$ cat src/verilog/esp_pkg.sv
// Constants and types shared by the escape sequence parser
package esp_pkg;
    localparam logic [6:0] ESP_CH_SO    = 7'h0e;
    localparam logic [6:0] ESP_CH_SI    = 7'h0f;
    localparam logic [6:0] ESP_CH_CAN   = 7'h18;
    localparam logic [6:0] ESP_CH_SUB   = 7'h1a;
    localparam logic [6:0] ESP_CH_ESC   = 7'h1b;
    localparam logic [6:0] ESP_CH_SP    = 7'h20;
    localparam logic [6:0] ESP_CH_DEL   = 7'h7f;
    localparam logic [6:0] ESP_CH_G0DES = 7'h28;
    localparam logic [6:0] ESP_CH_G1DES = 7'h29;
    localparam logic [6:0] ESP_CH_CSI   = 7'h5b;
    localparam logic [6:0] ESP_CH_COLON = 7'h3a;
    localparam logic [6:0] ESP_CH_SEMI  = 7'h3b;
    localparam logic [6:0] ESP_CH_QUES  = 7'h3f;
    localparam logic [6:0] ESP_CH_ZERO  = 7'h30;
    localparam logic [6:0] ESP_INT_LO   = 7'h20;
    localparam logic [6:0] ESP_INT_HI   = 7'h2f;
    localparam logic [6:0] ESP_PAR_HI   = 7'h3f;
    localparam logic [6:0] ESP_DIG_HI   = 7'h39;
    localparam logic [6:0] ESP_C1_LO    = 7'h40;
    localparam logic [6:0] ESP_C1_HI    = 7'h5f;
    localparam logic [7:0] ESP_C1_OFS   = 8'h40;
    // Reset designation of both graphic slots
    localparam logic [6:0] ESP_SET_RST  = 7'h42;

    typedef enum logic [5:0] {
        ESP_GROUND  = 6'h01,
        ESP_ESC     = 6'h02,
        ESP_ESC_INT = 6'h04,
        ESP_CSI_PAR = 6'h08,
        ESP_CSI_INT = 6'h10,
        ESP_CSI_IGN = 6'h20
    } esp_state_t;
endpackage

$ cat src/verilog/esp_parser.sv
// Escape and control sequence interpreter for a 7-bit character stream
`timescale 1ns/1ns
module esp_parser
    import esp_pkg::*;
#(
    parameter int NPARAM = 16,
    parameter int PW     = 16
) (
    input  wire logic                   i_sys_clk,
    input  wire logic                   i_rst_b,
    input  wire logic                   i_char_valid,
    input  wire logic [6:0]             i_char,
    output logic                        o_ctrl_valid,
    output logic [6:0]                  o_ctrl_code,
    output logic                        o_graph_valid,
    output logic [6:0]                  o_graph_char,
    output logic [6:0]                  o_graph_set,
    output logic                        o_shift_g1,
    output logic [6:0]                  o_g0_set,
    output logic [6:0]                  o_g1_set,
    output logic                        o_esc_valid,
    output logic [6:0]                  o_esc_final,
    output logic [6:0]                  o_esc_inter,
    output logic [1:0]                  o_esc_ninter,
    output logic                        o_c1_valid,
    output logic [7:0]                  o_c1_code,
    output logic                        o_csi_valid,
    output logic [6:0]                  o_csi_final,
    output logic [6:0]                  o_csi_inter,
    output logic [1:0]                  o_csi_ninter,
    output logic                        o_csi_private,
    output logic [$clog2(NPARAM+1)-1:0] o_csi_count,
    output logic [NPARAM*PW-1:0]        o_csi_params
);
    localparam int IW = $clog2(NPARAM+1);
    localparam logic [IW-1:0] IDX_FULL = IW'(NPARAM);
    localparam logic [PW+3:0] VAL_MAX  = {4'h0, {PW{1'b1}}};

    typedef struct packed {
        esp_state_t                  st;
        logic [NPARAM-1:0][PW-1:0]   prm;
        logic [IW-1:0]               idx;
        logic                        priv;
        logic [6:0]                  inter;
        logic [1:0]                  ninter;
        logic [6:0]                  g0;
        logic [6:0]                  g1;
        logic                        shift;
        logic [6:0]                  gset;
        logic                        ctrl_v;
        logic [6:0]                  ctrl_c;
        logic                        graph_v;
        logic [6:0]                  graph_c;
        logic                        esc_v;
        logic [6:0]                  fin;
        logic                        c1_v;
        logic [7:0]                  c1_c;
        logic                        csi_v;
        logic [IW-1:0]               cnt;
    } esp_reg_t;

    esp_reg_t cur;
    esp_reg_t next_cur;

    function automatic logic in_rng(input logic [6:0] c,
                                    input logic [6:0] lo,
                                    input logic [6:0] hi);
        in_rng = (c >= lo) && (c <= hi);
    endfunction

    // Decimal accumulate with saturation at the field maximum
    function automatic logic [PW-1:0] acc_digit(input logic [PW-1:0] v,
                                                input logic [6:0]    c);
        logic [PW+3:0] s;
        s = ({4'h0, v} << 3) + ({4'h0, v} << 1)
            + {{PW{1'b0}}, c[3:0]};
        acc_digit = (s > VAL_MAX) ? {PW{1'b1}} : s[PW-1:0];
    endfunction

    logic is_c0;
    logic is_abort;
    logic is_int;

    always_comb begin
        next_cur = cur;
        next_cur.ctrl_v  = 1'b0;
        next_cur.graph_v = 1'b0;
        next_cur.esc_v   = 1'b0;
        next_cur.c1_v    = 1'b0;
        next_cur.csi_v   = 1'b0;
        is_c0    = i_char < ESP_CH_SP;
        is_abort = (i_char == ESP_CH_CAN) || (i_char == ESP_CH_SUB);
        is_int   = in_rng(i_char, ESP_INT_LO, ESP_INT_HI);
        if (i_char_valid) begin
            if (is_c0 && i_char != ESP_CH_ESC) begin
                // Executes ahead of any pending sequence
                next_cur.ctrl_v = 1'b1;
                next_cur.ctrl_c = i_char;
                if (i_char == ESP_CH_SO) begin
                    next_cur.shift = 1'b1;
                end else if (i_char == ESP_CH_SI) begin
                    next_cur.shift = 1'b0;
                end
                if (is_abort) begin
                    next_cur.st = ESP_GROUND;
                end
            end else if (i_char == ESP_CH_ESC) begin
                // A new introducer restarts collection
                next_cur.st     = ESP_ESC;
                next_cur.ninter = 2'h0;
                next_cur.inter  = 7'h00;
            end else if (i_char == ESP_CH_DEL) begin
                // Delete is dropped inside sequences
                if (cur.st == ESP_GROUND) begin
                    next_cur.ctrl_v = 1'b1;
                    next_cur.ctrl_c = i_char;
                end
            end else begin
                case (cur.st)
                    ESP_GROUND: begin
                        if (i_char == ESP_CH_SP) begin
                            next_cur.ctrl_v = 1'b1;
                            next_cur.ctrl_c = i_char;
                        end else begin
                            next_cur.graph_v = 1'b1;
                            next_cur.graph_c = i_char;
                        end
                    end
                    ESP_ESC, ESP_ESC_INT: begin
                        if (is_int) begin
                            next_cur.st = ESP_ESC_INT;
                            if (cur.ninter == 2'h0) begin
                                next_cur.inter = i_char;
                            end
                            if (cur.ninter != 2'h3) begin
                                next_cur.ninter = cur.ninter + 2'h1;
                            end
                        end else if (cur.st == ESP_ESC &&
                                     i_char == ESP_CH_CSI) begin
                            next_cur.st   = ESP_CSI_PAR;
                            next_cur.prm  = '0;
                            next_cur.idx  = '0;
                            next_cur.priv = 1'b0;
                        end else begin
                            next_cur.st  = ESP_GROUND;
                            next_cur.fin = i_char;
                            if (cur.ninter == 2'h1 &&
                                cur.inter == ESP_CH_G0DES) begin
                                next_cur.g0 = i_char;
                            end else if (cur.ninter == 2'h1 &&
                                         cur.inter == ESP_CH_G1DES) begin
                                next_cur.g1 = i_char;
                            end else if (cur.ninter == 2'h0 &&
                                 in_rng(i_char, ESP_C1_LO, ESP_C1_HI)) begin
                                // One-shot C1, e.g. index for ESC D
                                next_cur.c1_v = 1'b1;
                                next_cur.c1_c = {1'b0, i_char} + ESP_C1_OFS;
                            end else begin
                                // Meaning left to the consumer
                                next_cur.esc_v = 1'b1;
                            end
                        end
                    end
                    ESP_CSI_PAR, ESP_CSI_INT: begin
                        if (in_rng(i_char, ESP_CH_ZERO, ESP_PAR_HI)) begin
                            if (cur.st == ESP_CSI_INT) begin
                                // Parameter after intermediate
                                next_cur.st = ESP_CSI_IGN;
                            end else if (i_char <= ESP_DIG_HI) begin
                                if (cur.idx != IDX_FULL) begin
                                    next_cur.prm[cur.idx] =
                                        acc_digit(cur.prm[cur.idx],
                                                  i_char);
                                end
                            end else if (i_char == ESP_CH_SEMI) begin
                                if (cur.idx != IDX_FULL) begin
                                    next_cur.idx = cur.idx + 1'b1;
                                end
                            end else if (i_char == ESP_CH_QUES &&
                                         cur.idx == '0 &&
                                         cur.prm[0] == '0 &&
                                         !cur.priv) begin
                                next_cur.priv = 1'b1;
                            end else begin
                                // Colon, <, =, > or misplaced private marker
                                next_cur.st = ESP_CSI_IGN;
                            end
                        end else if (is_int) begin
                            next_cur.st = ESP_CSI_INT;
                            if (cur.ninter == 2'h0) begin
                                next_cur.inter = i_char;
                            end
                            if (cur.ninter != 2'h3) begin
                                next_cur.ninter = cur.ninter + 2'h1;
                            end
                        end else begin
                            // Each sequence stands alone: split equals joined
                            next_cur.st    = ESP_GROUND;
                            next_cur.fin   = i_char;
                            next_cur.csi_v = 1'b1;
                            next_cur.cnt   = (cur.idx == IDX_FULL) ?
                                             IDX_FULL : cur.idx + 1'b1;
                        end
                    end
                    ESP_CSI_IGN: begin
                        // Swallow up to the final, emit nothing
                        if (!in_rng(i_char, ESP_INT_LO, ESP_PAR_HI)) begin
                            next_cur.st = ESP_GROUND;
                        end
                    end
                    default: begin
                        next_cur.st = ESP_GROUND;
                    end
                endcase
            end
        end
        // Registered so the set output comes straight from a flip-flop
        next_cur.gset = next_cur.shift ? next_cur.g1 : next_cur.g0;
    end

    always_ff @(posedge i_sys_clk or negedge i_rst_b) begin
        if (!i_rst_b) begin
            cur       <= '0;
            cur.st    <= ESP_GROUND;
            cur.g0    <= ESP_SET_RST;
            cur.g1    <= ESP_SET_RST;
            cur.gset  <= ESP_SET_RST;
        end else begin
            cur <= next_cur;
        end
    end

    assign o_ctrl_valid  = cur.ctrl_v;
    assign o_ctrl_code   = cur.ctrl_c;
    assign o_graph_valid = cur.graph_v;
    assign o_graph_char  = cur.graph_c;
    assign o_graph_set   = cur.gset;
    assign o_shift_g1    = cur.shift;
    assign o_g0_set      = cur.g0;
    assign o_g1_set      = cur.g1;
    assign o_esc_valid   = cur.esc_v;
    assign o_esc_final   = cur.fin;
    assign o_esc_inter   = cur.inter;
    assign o_esc_ninter  = cur.ninter;
    assign o_c1_valid    = cur.c1_v;
    assign o_c1_code     = cur.c1_c;
    assign o_csi_valid   = cur.csi_v;
    assign o_csi_final   = cur.fin;
    assign o_csi_inter   = cur.inter;
    assign o_csi_ninter  = cur.ninter;
    assign o_csi_private = cur.priv;
    assign o_csi_count   = cur.cnt;
    assign o_csi_params  = cur.prm;
endmodule

$ cat config.mk
export PLATFORM = sky130hd
export DESIGN_NAME = esp_parser
export DESIGN_NICKNAME = d
export VERILOG_FILES = /design/src/verilog/esp_pkg.sv /design/src/verilog/esp_parser.sv
export SDC_FILE = /design/constraint.sdc
export NUM_CORES = 1
export LEC_CHECK = 0
export BUFFER_PORTS_ARGS = -buffer_cell sky130_fd_sc_hd__buf_4
export CELL_PAD_IN_SITES_DETAIL_PLACEMENT = 1
export CELL_PAD_IN_SITES_GLOBAL_PLACEMENT = 1
export CORE_MARGIN = 3
export CORE_UTILIZATION = 45
export CTS_CLUSTER_SIZE = 28
export DETAILED_ROUTE_END_ITERATION = 8
export PLACE_DENSITY_LB_ADDON = 0.1
export SLEW_MARGIN = 20
export SYNTH_ARGS = -nofsm -noshare
export SYNTH_HDL_FRONTEND = slang
export SYNTH_SLANG_ARGS = --single-unit
export TNS_END_PERCENT = 5
$ cat constraint.sdc
create_clock -name i_sys_clk -period 14.3 [get_ports i_sys_clk]
set_input_delay 0 -clock i_sys_clk [delete_from_list [all_inputs] [get_ports i_sys_clk]]
set_output_delay 0 -clock i_sys_clk [all_outputs]
set_load 0.01 [all_outputs]
== Word level (Yosys, flattened, before mapping) ==
Index checks and enable logic that the tools add are counted.
Widths: inputs -> output; s select.

* Add/subtract/negate cells: 5
* Magnitude comparators: 11
* Equality and inequality tests: 46
* Mux-type cells: 77
* Bitwise gates (word level): 9
* Reductions and logical operators: 34

{| class="wikitable"
|+ Operator list
! cell !! count
|-
| $mux 262 || 4
|-
| $pmux 271 s2 || 1
|-
| $mux 256 || 2
|-
| $mux 291 || 1
|-
| $bwmux 256 || 1
|-
| $mux 39 || 2
|-
| $mux 6 || 13
|-
| $mux 14 || 5
|-
| $bmux 16 s4 || 1
|-
| $demux 16 s4 || 1
|-
| $mux 16 || 4
|-
| $mux 9 || 7
|-
| $mux 31 || 2
|-
| $mux 7 || 7
|-
| $mux 8 || 5
|-
| $eq 7x6->1 const B || 5
|-
| $mux 17 || 2
|-
| $ne 2x2->1 const B || 17
|-
| $pmux 6 s4 || 1
|-
| $reduce_and 12->1 || 2
|-
| $eq 7x5->1 const B || 3
|-
| $le 7x6->1 const B || 3
|-
| $add 19x17->20 || 1
|-
| $add 20x4->20 || 1
|-
| other kinds (49) || 91
|}

* Bits in registers: 338
* Input port bits: 10
* Logic and storage cells: 217

== Depth between registers and ports, before layout ==
* Depth in word-level cells: 17
* Gate-level depth with buffers: 17
* Depth with buffers taken out: 12

== Least setup slack after synthesis ==
No wires, ideal clock.

* Kind: register to register
* Start: register cur[71] in the netlist's numbering
* End: register cur (netlist bit o_csi_params[229])
* Arrival: 5465 ps
* Required time: 14179 ps
* Setup slack: 8714 ps
* Cell stages (with the launch flop): 18
* Buffers on the path: 5
* Clock period less this slack: 5586 ps
* Cells stage by stage: dfrtp_1 clkbuf_1 clkbuf_1 buf_1 mux4_2 mux4_2 ha_1 ha_1 fa_1 a211oi_1 o211ai_1 nand2_1 mux2_2 a21oi_2 buf_2 nand3_1 clkbuf_1 a22o_2

* Longest elaborated chain between the ends: 12

{| class="wikitable"
|+ Ends and longest elaborated chain
! what !! RTL line !! source
|-
| start, declared || esp_parser.sv:62 || <nowiki>esp_reg_t cur;</nowiki>
|-
| start signal, assigned || esp_parser.sv:229 || <nowiki>cur <= next_cur;</nowiki>
|-
| $bmux 16 s4 || esp_parser.sv:172 || <nowiki>acc_digit(cur.prm[cur.idx],</nowiki>
|-
| $mux 16 (implied by the code) || esp_parser.sv:172 ||
|-
| $add 19x17->20 || esp_parser.sv:75 || <nowiki>s = ({4'h0, v} << 3) + ({4'h0, v} << 1)</nowiki>
|-
| $add 20x4->20 || esp_parser.sv:76 || <nowiki>+ {{PW{1'b0}}, c[3:0]};</nowiki>
|-
| $gt 20x16->1 || esp_parser.sv:77 || <nowiki>acc_digit = (s > VAL_MAX) ? {PW{1'b1}} : s[PW-1:0];</nowiki>
|-
| $mux 16 || esp_parser.sv:77 ||
|-
| $bwmux 256 || esp_parser.sv:171 || <nowiki>next_cur.prm[cur.idx] =</nowiki>
|-
| $mux 256 || esp_parser.sv:170 || <nowiki>if (cur.idx != IDX_FULL) begin</nowiki>
|-
| $mux 256 || esp_parser.sv:169 || <nowiki>end else if (i_char <= ESP_DIG_HI) begin</nowiki>
|-
| $mux 262 || esp_parser.sv:166 || <nowiki>if (cur.st == ESP_CSI_INT) begin</nowiki>
|-
| $mux 262 || esp_parser.sv:165 || <nowiki>if (in_rng(i_char, ESP_CH_ZERO, ESP_PAR_HI)) begin</nowiki>
|-
| $pmux 271 s2 || esp_parser.sv:119 || <nowiki>case (cur.st)</nowiki>
|}

Several ways; a longest one is shown, not always the timed one. The select of a mux whose other input is x is not followed.
A chain may end at the register's enable or synchronous reset.

== Final worst setup path ==
* Start: register cur[71] in the netlist's numbering
* End: register cur (netlist bit o_csi_params[124])

The elaborated chain is that of the path after synthesis.

==> impl_metrics.ini <==
[drt]
drt_wl_total_um = 63700
drc = 0
via_per_inst = 6.14
wl_per_cell_um = 29.7
antenna_left = 0
vias = 13200
dr.pass1.iters = 5
drt_iter0_drc = 995

[power_and_ir_drop]
clockPowerShare_pct = 47.3
seqPwrFrac_pct = 46.6
combPwrFrac_pct = 6.1
p_leak_uw = 0.0100
power.internal_uw = 1630
switchingPower_uw = 504
cellPowerDensity_nw_per_um2 = 103
swShare_pct = 23.6
irDropWorstVdd_mv = 0.0632

[clocking]
clkTransAtPathRegs_ps = 60
cts.sinks = 338
cts_max_path_buffers = 3
ctsHoldBuffers = 9
clk_latency_ps = 560
htreeDepth = 2
cts_tree = built
cts_buffers = 39
cts_setup_buffers = 0
cts-resized-gates = 0
cts-root-buf = clkbuf_16

[global_route]
grt_pass1_wl_um = 94900
antenna_found_initial = 0
grt_start_max_net_pins = 140
grt_pass1_vias = 13700
gr-total-overflow = 0
grt_use_total_pct = 28.5

[final_layout]
nets = 1635
num_antenna_cells = 0
layout-drive-gt1-share_pct = 35.7
utilization_pct = 50.1
syn_to_final_growth_pct = 9.25
final-instance-count-excl-fill = 2141
nFillCells = 4272

[place]
placed_cells = 2066
portBuffers = 352
post-place-ws_ps = 7420
place_congestion = 0.885
dpl.hpwl_um = 44600

[synth]
yosysWarningCount = 0
ys_ff_latch = 338
synth.cell_area_sq_um = 18800
synth_cells = 1603
avgSynthCellArea_sq_um = 11.8
ys_types = 77
synth_edf_count = 0
synthArstFlopShare_pct = 100
synth_seq_area_share_pct = 44.9
syn_nets = 1654
synth_ff_type = dfrtp_1

[setup_path]
cp_max_fo = 45
worstPathRequired_ps = 14720
r2r-end = o_csi_params[124]
cp_top_family = multiplexers
crit_path_start_kind = register
cp_slowest_stage_delay_ps = 830
path_class = register to register
endpoint_kind = register
crit_buf_inv = 1
rrSetupSlack_ps = 7450
arrival_ps = 7270
crit_chain = buf_4 -> mux4_2 -> mux4_2 -> ha_1 -> ha_1 -> fa_1 -> a211oi_1 -> o211ai_1 -> nand2_1 -> mux2_2 -> a21oi_2 -> nand3_1 -> a22o_1
crit_slowest_cell = buf_4
worstReg2RegStart = cur[71]
reg2reg_depth = 13

[sta]
fin_setup_tns_ps = 0
setup_viol = 0
fmax_mhz = 146
worst_pin_slew_ps = 1100
finalCriticalPeriod_ps = 6850
rsz0062_at_grt = false
finClkSkew_ps = 23.6
timing_hold_violations_final = 0
slew_viol_final = 0
finalCritPeriodShare_pct = 47.9
relSlewSlack_pct = 26.7
worst_slack_ps = 7450

[die]
dieArea_sq_um = 44400
ios = 353
start_util_pct = 45.8
die_x_um = 211
rows = 74
core_area_sq_um = 41100
die_y_um = 211

[flow_run]
maxCapViolations = 0

[hold_path]
hp-class = input port to async pin

[outcome]
status = finished clean
==> layout make-up <==
class | count | area [sq um] | area share [%]
well taps | 532 | 666 | 3.23
flip-flops and latches | 338 | 8470 | 41.1
inverters | 20 | 75.1 | 0.365
multi-input cells | 815 | 7290 | 35.4
clock inverters | 9 | 113 | 0.547
clock buffers | 57 | 1160 | 5.61
repair buffers | 370 | 2820 | 13.7
==> cells in the final DEF, fill, tap and decap left out, drive strengths merged, types with 10 or more instances in the layout <==
master / n
nor2: 47
o21ai: 58
dfrtp: 331
clkbuf: 57
xor2: 10
ha: 39
nand2b: 12
buf: 361
nand3: 26
a21oi: 24
mux2: 24
nor2b: 10
mux4: 79
a22o: 256
nand2: 98
inv: 21
==> power by group through the flow <==
stage          combinational [uW]  clock (uW)  sequential, uW
6_report                      131        1010             992
5_1_grt                       144        1070             995
4_1_cts                       133        1020             992
3_5_place_dp                  131           0            1010
3_3_place_gp                  128           0            1010
2_1_floorplan                85.8           0            1000
==> per-stage QoR <==
step	hold slack [ps]	cell area [sq um]	power, uW
after floorplan	-296	18800	1090
after global placement	143	19200	1140
after detailed placement	165	19200	1140
after CTS	158	20600	2150
after global routing	182	20600	2210
final	125	20600	2130
==> metal layers <==
| layer | vias up | GRT usage, % | share of wire [%] |
|---|---|---|---|
| met4 | 0 | 10.7 | 4.1 |
| met1 | 6980 | 40.3 | 42 |
| met3 | 109 | 5.17 | 6.7 |
| met5 | - | 0 | 0 |
| li1 | 5513 | - | - |
| met2 | 549 | 44.4 | 47 |
==> synth_stat cells (10+ instances only) <==
| cell type | n | area share [%] |
|---|---|---|
| clkbuf_1 | 41 | 0.82 |
| mux4_2 | 79 | 9.4 |
| ha_1 | 39 | 2.6 |
| inv_1 | 20 | 0.40 |
| nand2_1 | 86 | 1.7 |
| dfrtp_1 | 331 | 44 |
| nand2_4 | 10 | 0.60 |
| buf_2 | 30 | 0.80 |
| buf_4 | 340 | 14 |
| a21oi_1 | 22 | 0.58 |
| buf_6 | 10 | 0.60 |
| a22o_1 | 255 | 12 |
| nor2_1 | 32 | 0.64 |
| xor2_1 | 10 | 0.46 |
| nand2b_1 | 12 | 0.40 |
| nor2b_1 | 10 | 0.33 |
| mux2_2 | 24 | 1.4 |
| o21ai_0 | 56 | 1.5 |
| nor2_2 | 15 | 0.50 |
| nand3_1 | 25 | 0.66 |
==> worst reg2reg max path, stage by stage (launching register included) <==
cell and delay (ps):
dfrtp_4 790, buf_4 870, mux4_2 630, mux4_2 560, ha_1 310, ha_1 240
fa_1 490, a211oi_1 350, o211ai_1 150, nand2_1 110, mux2_2 360, a21oi_2 560
nand3_1 810, a22o_1 480
==> flip-flops by register name, summed over array words and instances (netlist names), 5 cells and up <==
| register | flops |
|---|---|
| o_csi_params | 256 |
| cur | 11 |
| o_c1_code | 8 |
| o_csi_final | 7 |
| o_csi_inter | 7 |
| o_ctrl_code | 7 |
| o_g0_set | 7 |
| o_g1_set | 7 |
| o_graph_char | 7 |
| o_graph_set | 7 |
| o_csi_count | 5 |
==> cell families after synthesis <==
family | Yosys count | share of synthesized area, %
AND/OR/NAND/NOR | 252 | 7.31
flip-flops | 338 | 44.9
multiplexers | 108 | 11.1
XOR/XNOR | 15 | 0.697
buffers and inverters | 450 | 16.4
AO/OA/AOI/OAI | 399 | 16.7
adder cells (fa/ha/maj) | 41 | 2.80
==> how the worst max path moves through the flow <==
stage	from	end	slack, ps	cells past startpoint
floorplan	cur[71]	o_csi_params[229]	8710	17
global placement	cur[71]	o_csi_params[204]	7560	13
detailed placement	cur[71]	o_csi_params[209]	7420	13
CTS	cur[71]	o_csi_params[209]	7400	13
global route	cur[71]	o_csi_params[209]	6970	13
finish	cur[71]	o_csi_params[124]	7450	13
No activity file was read; power rests on OpenSTA's default activity.
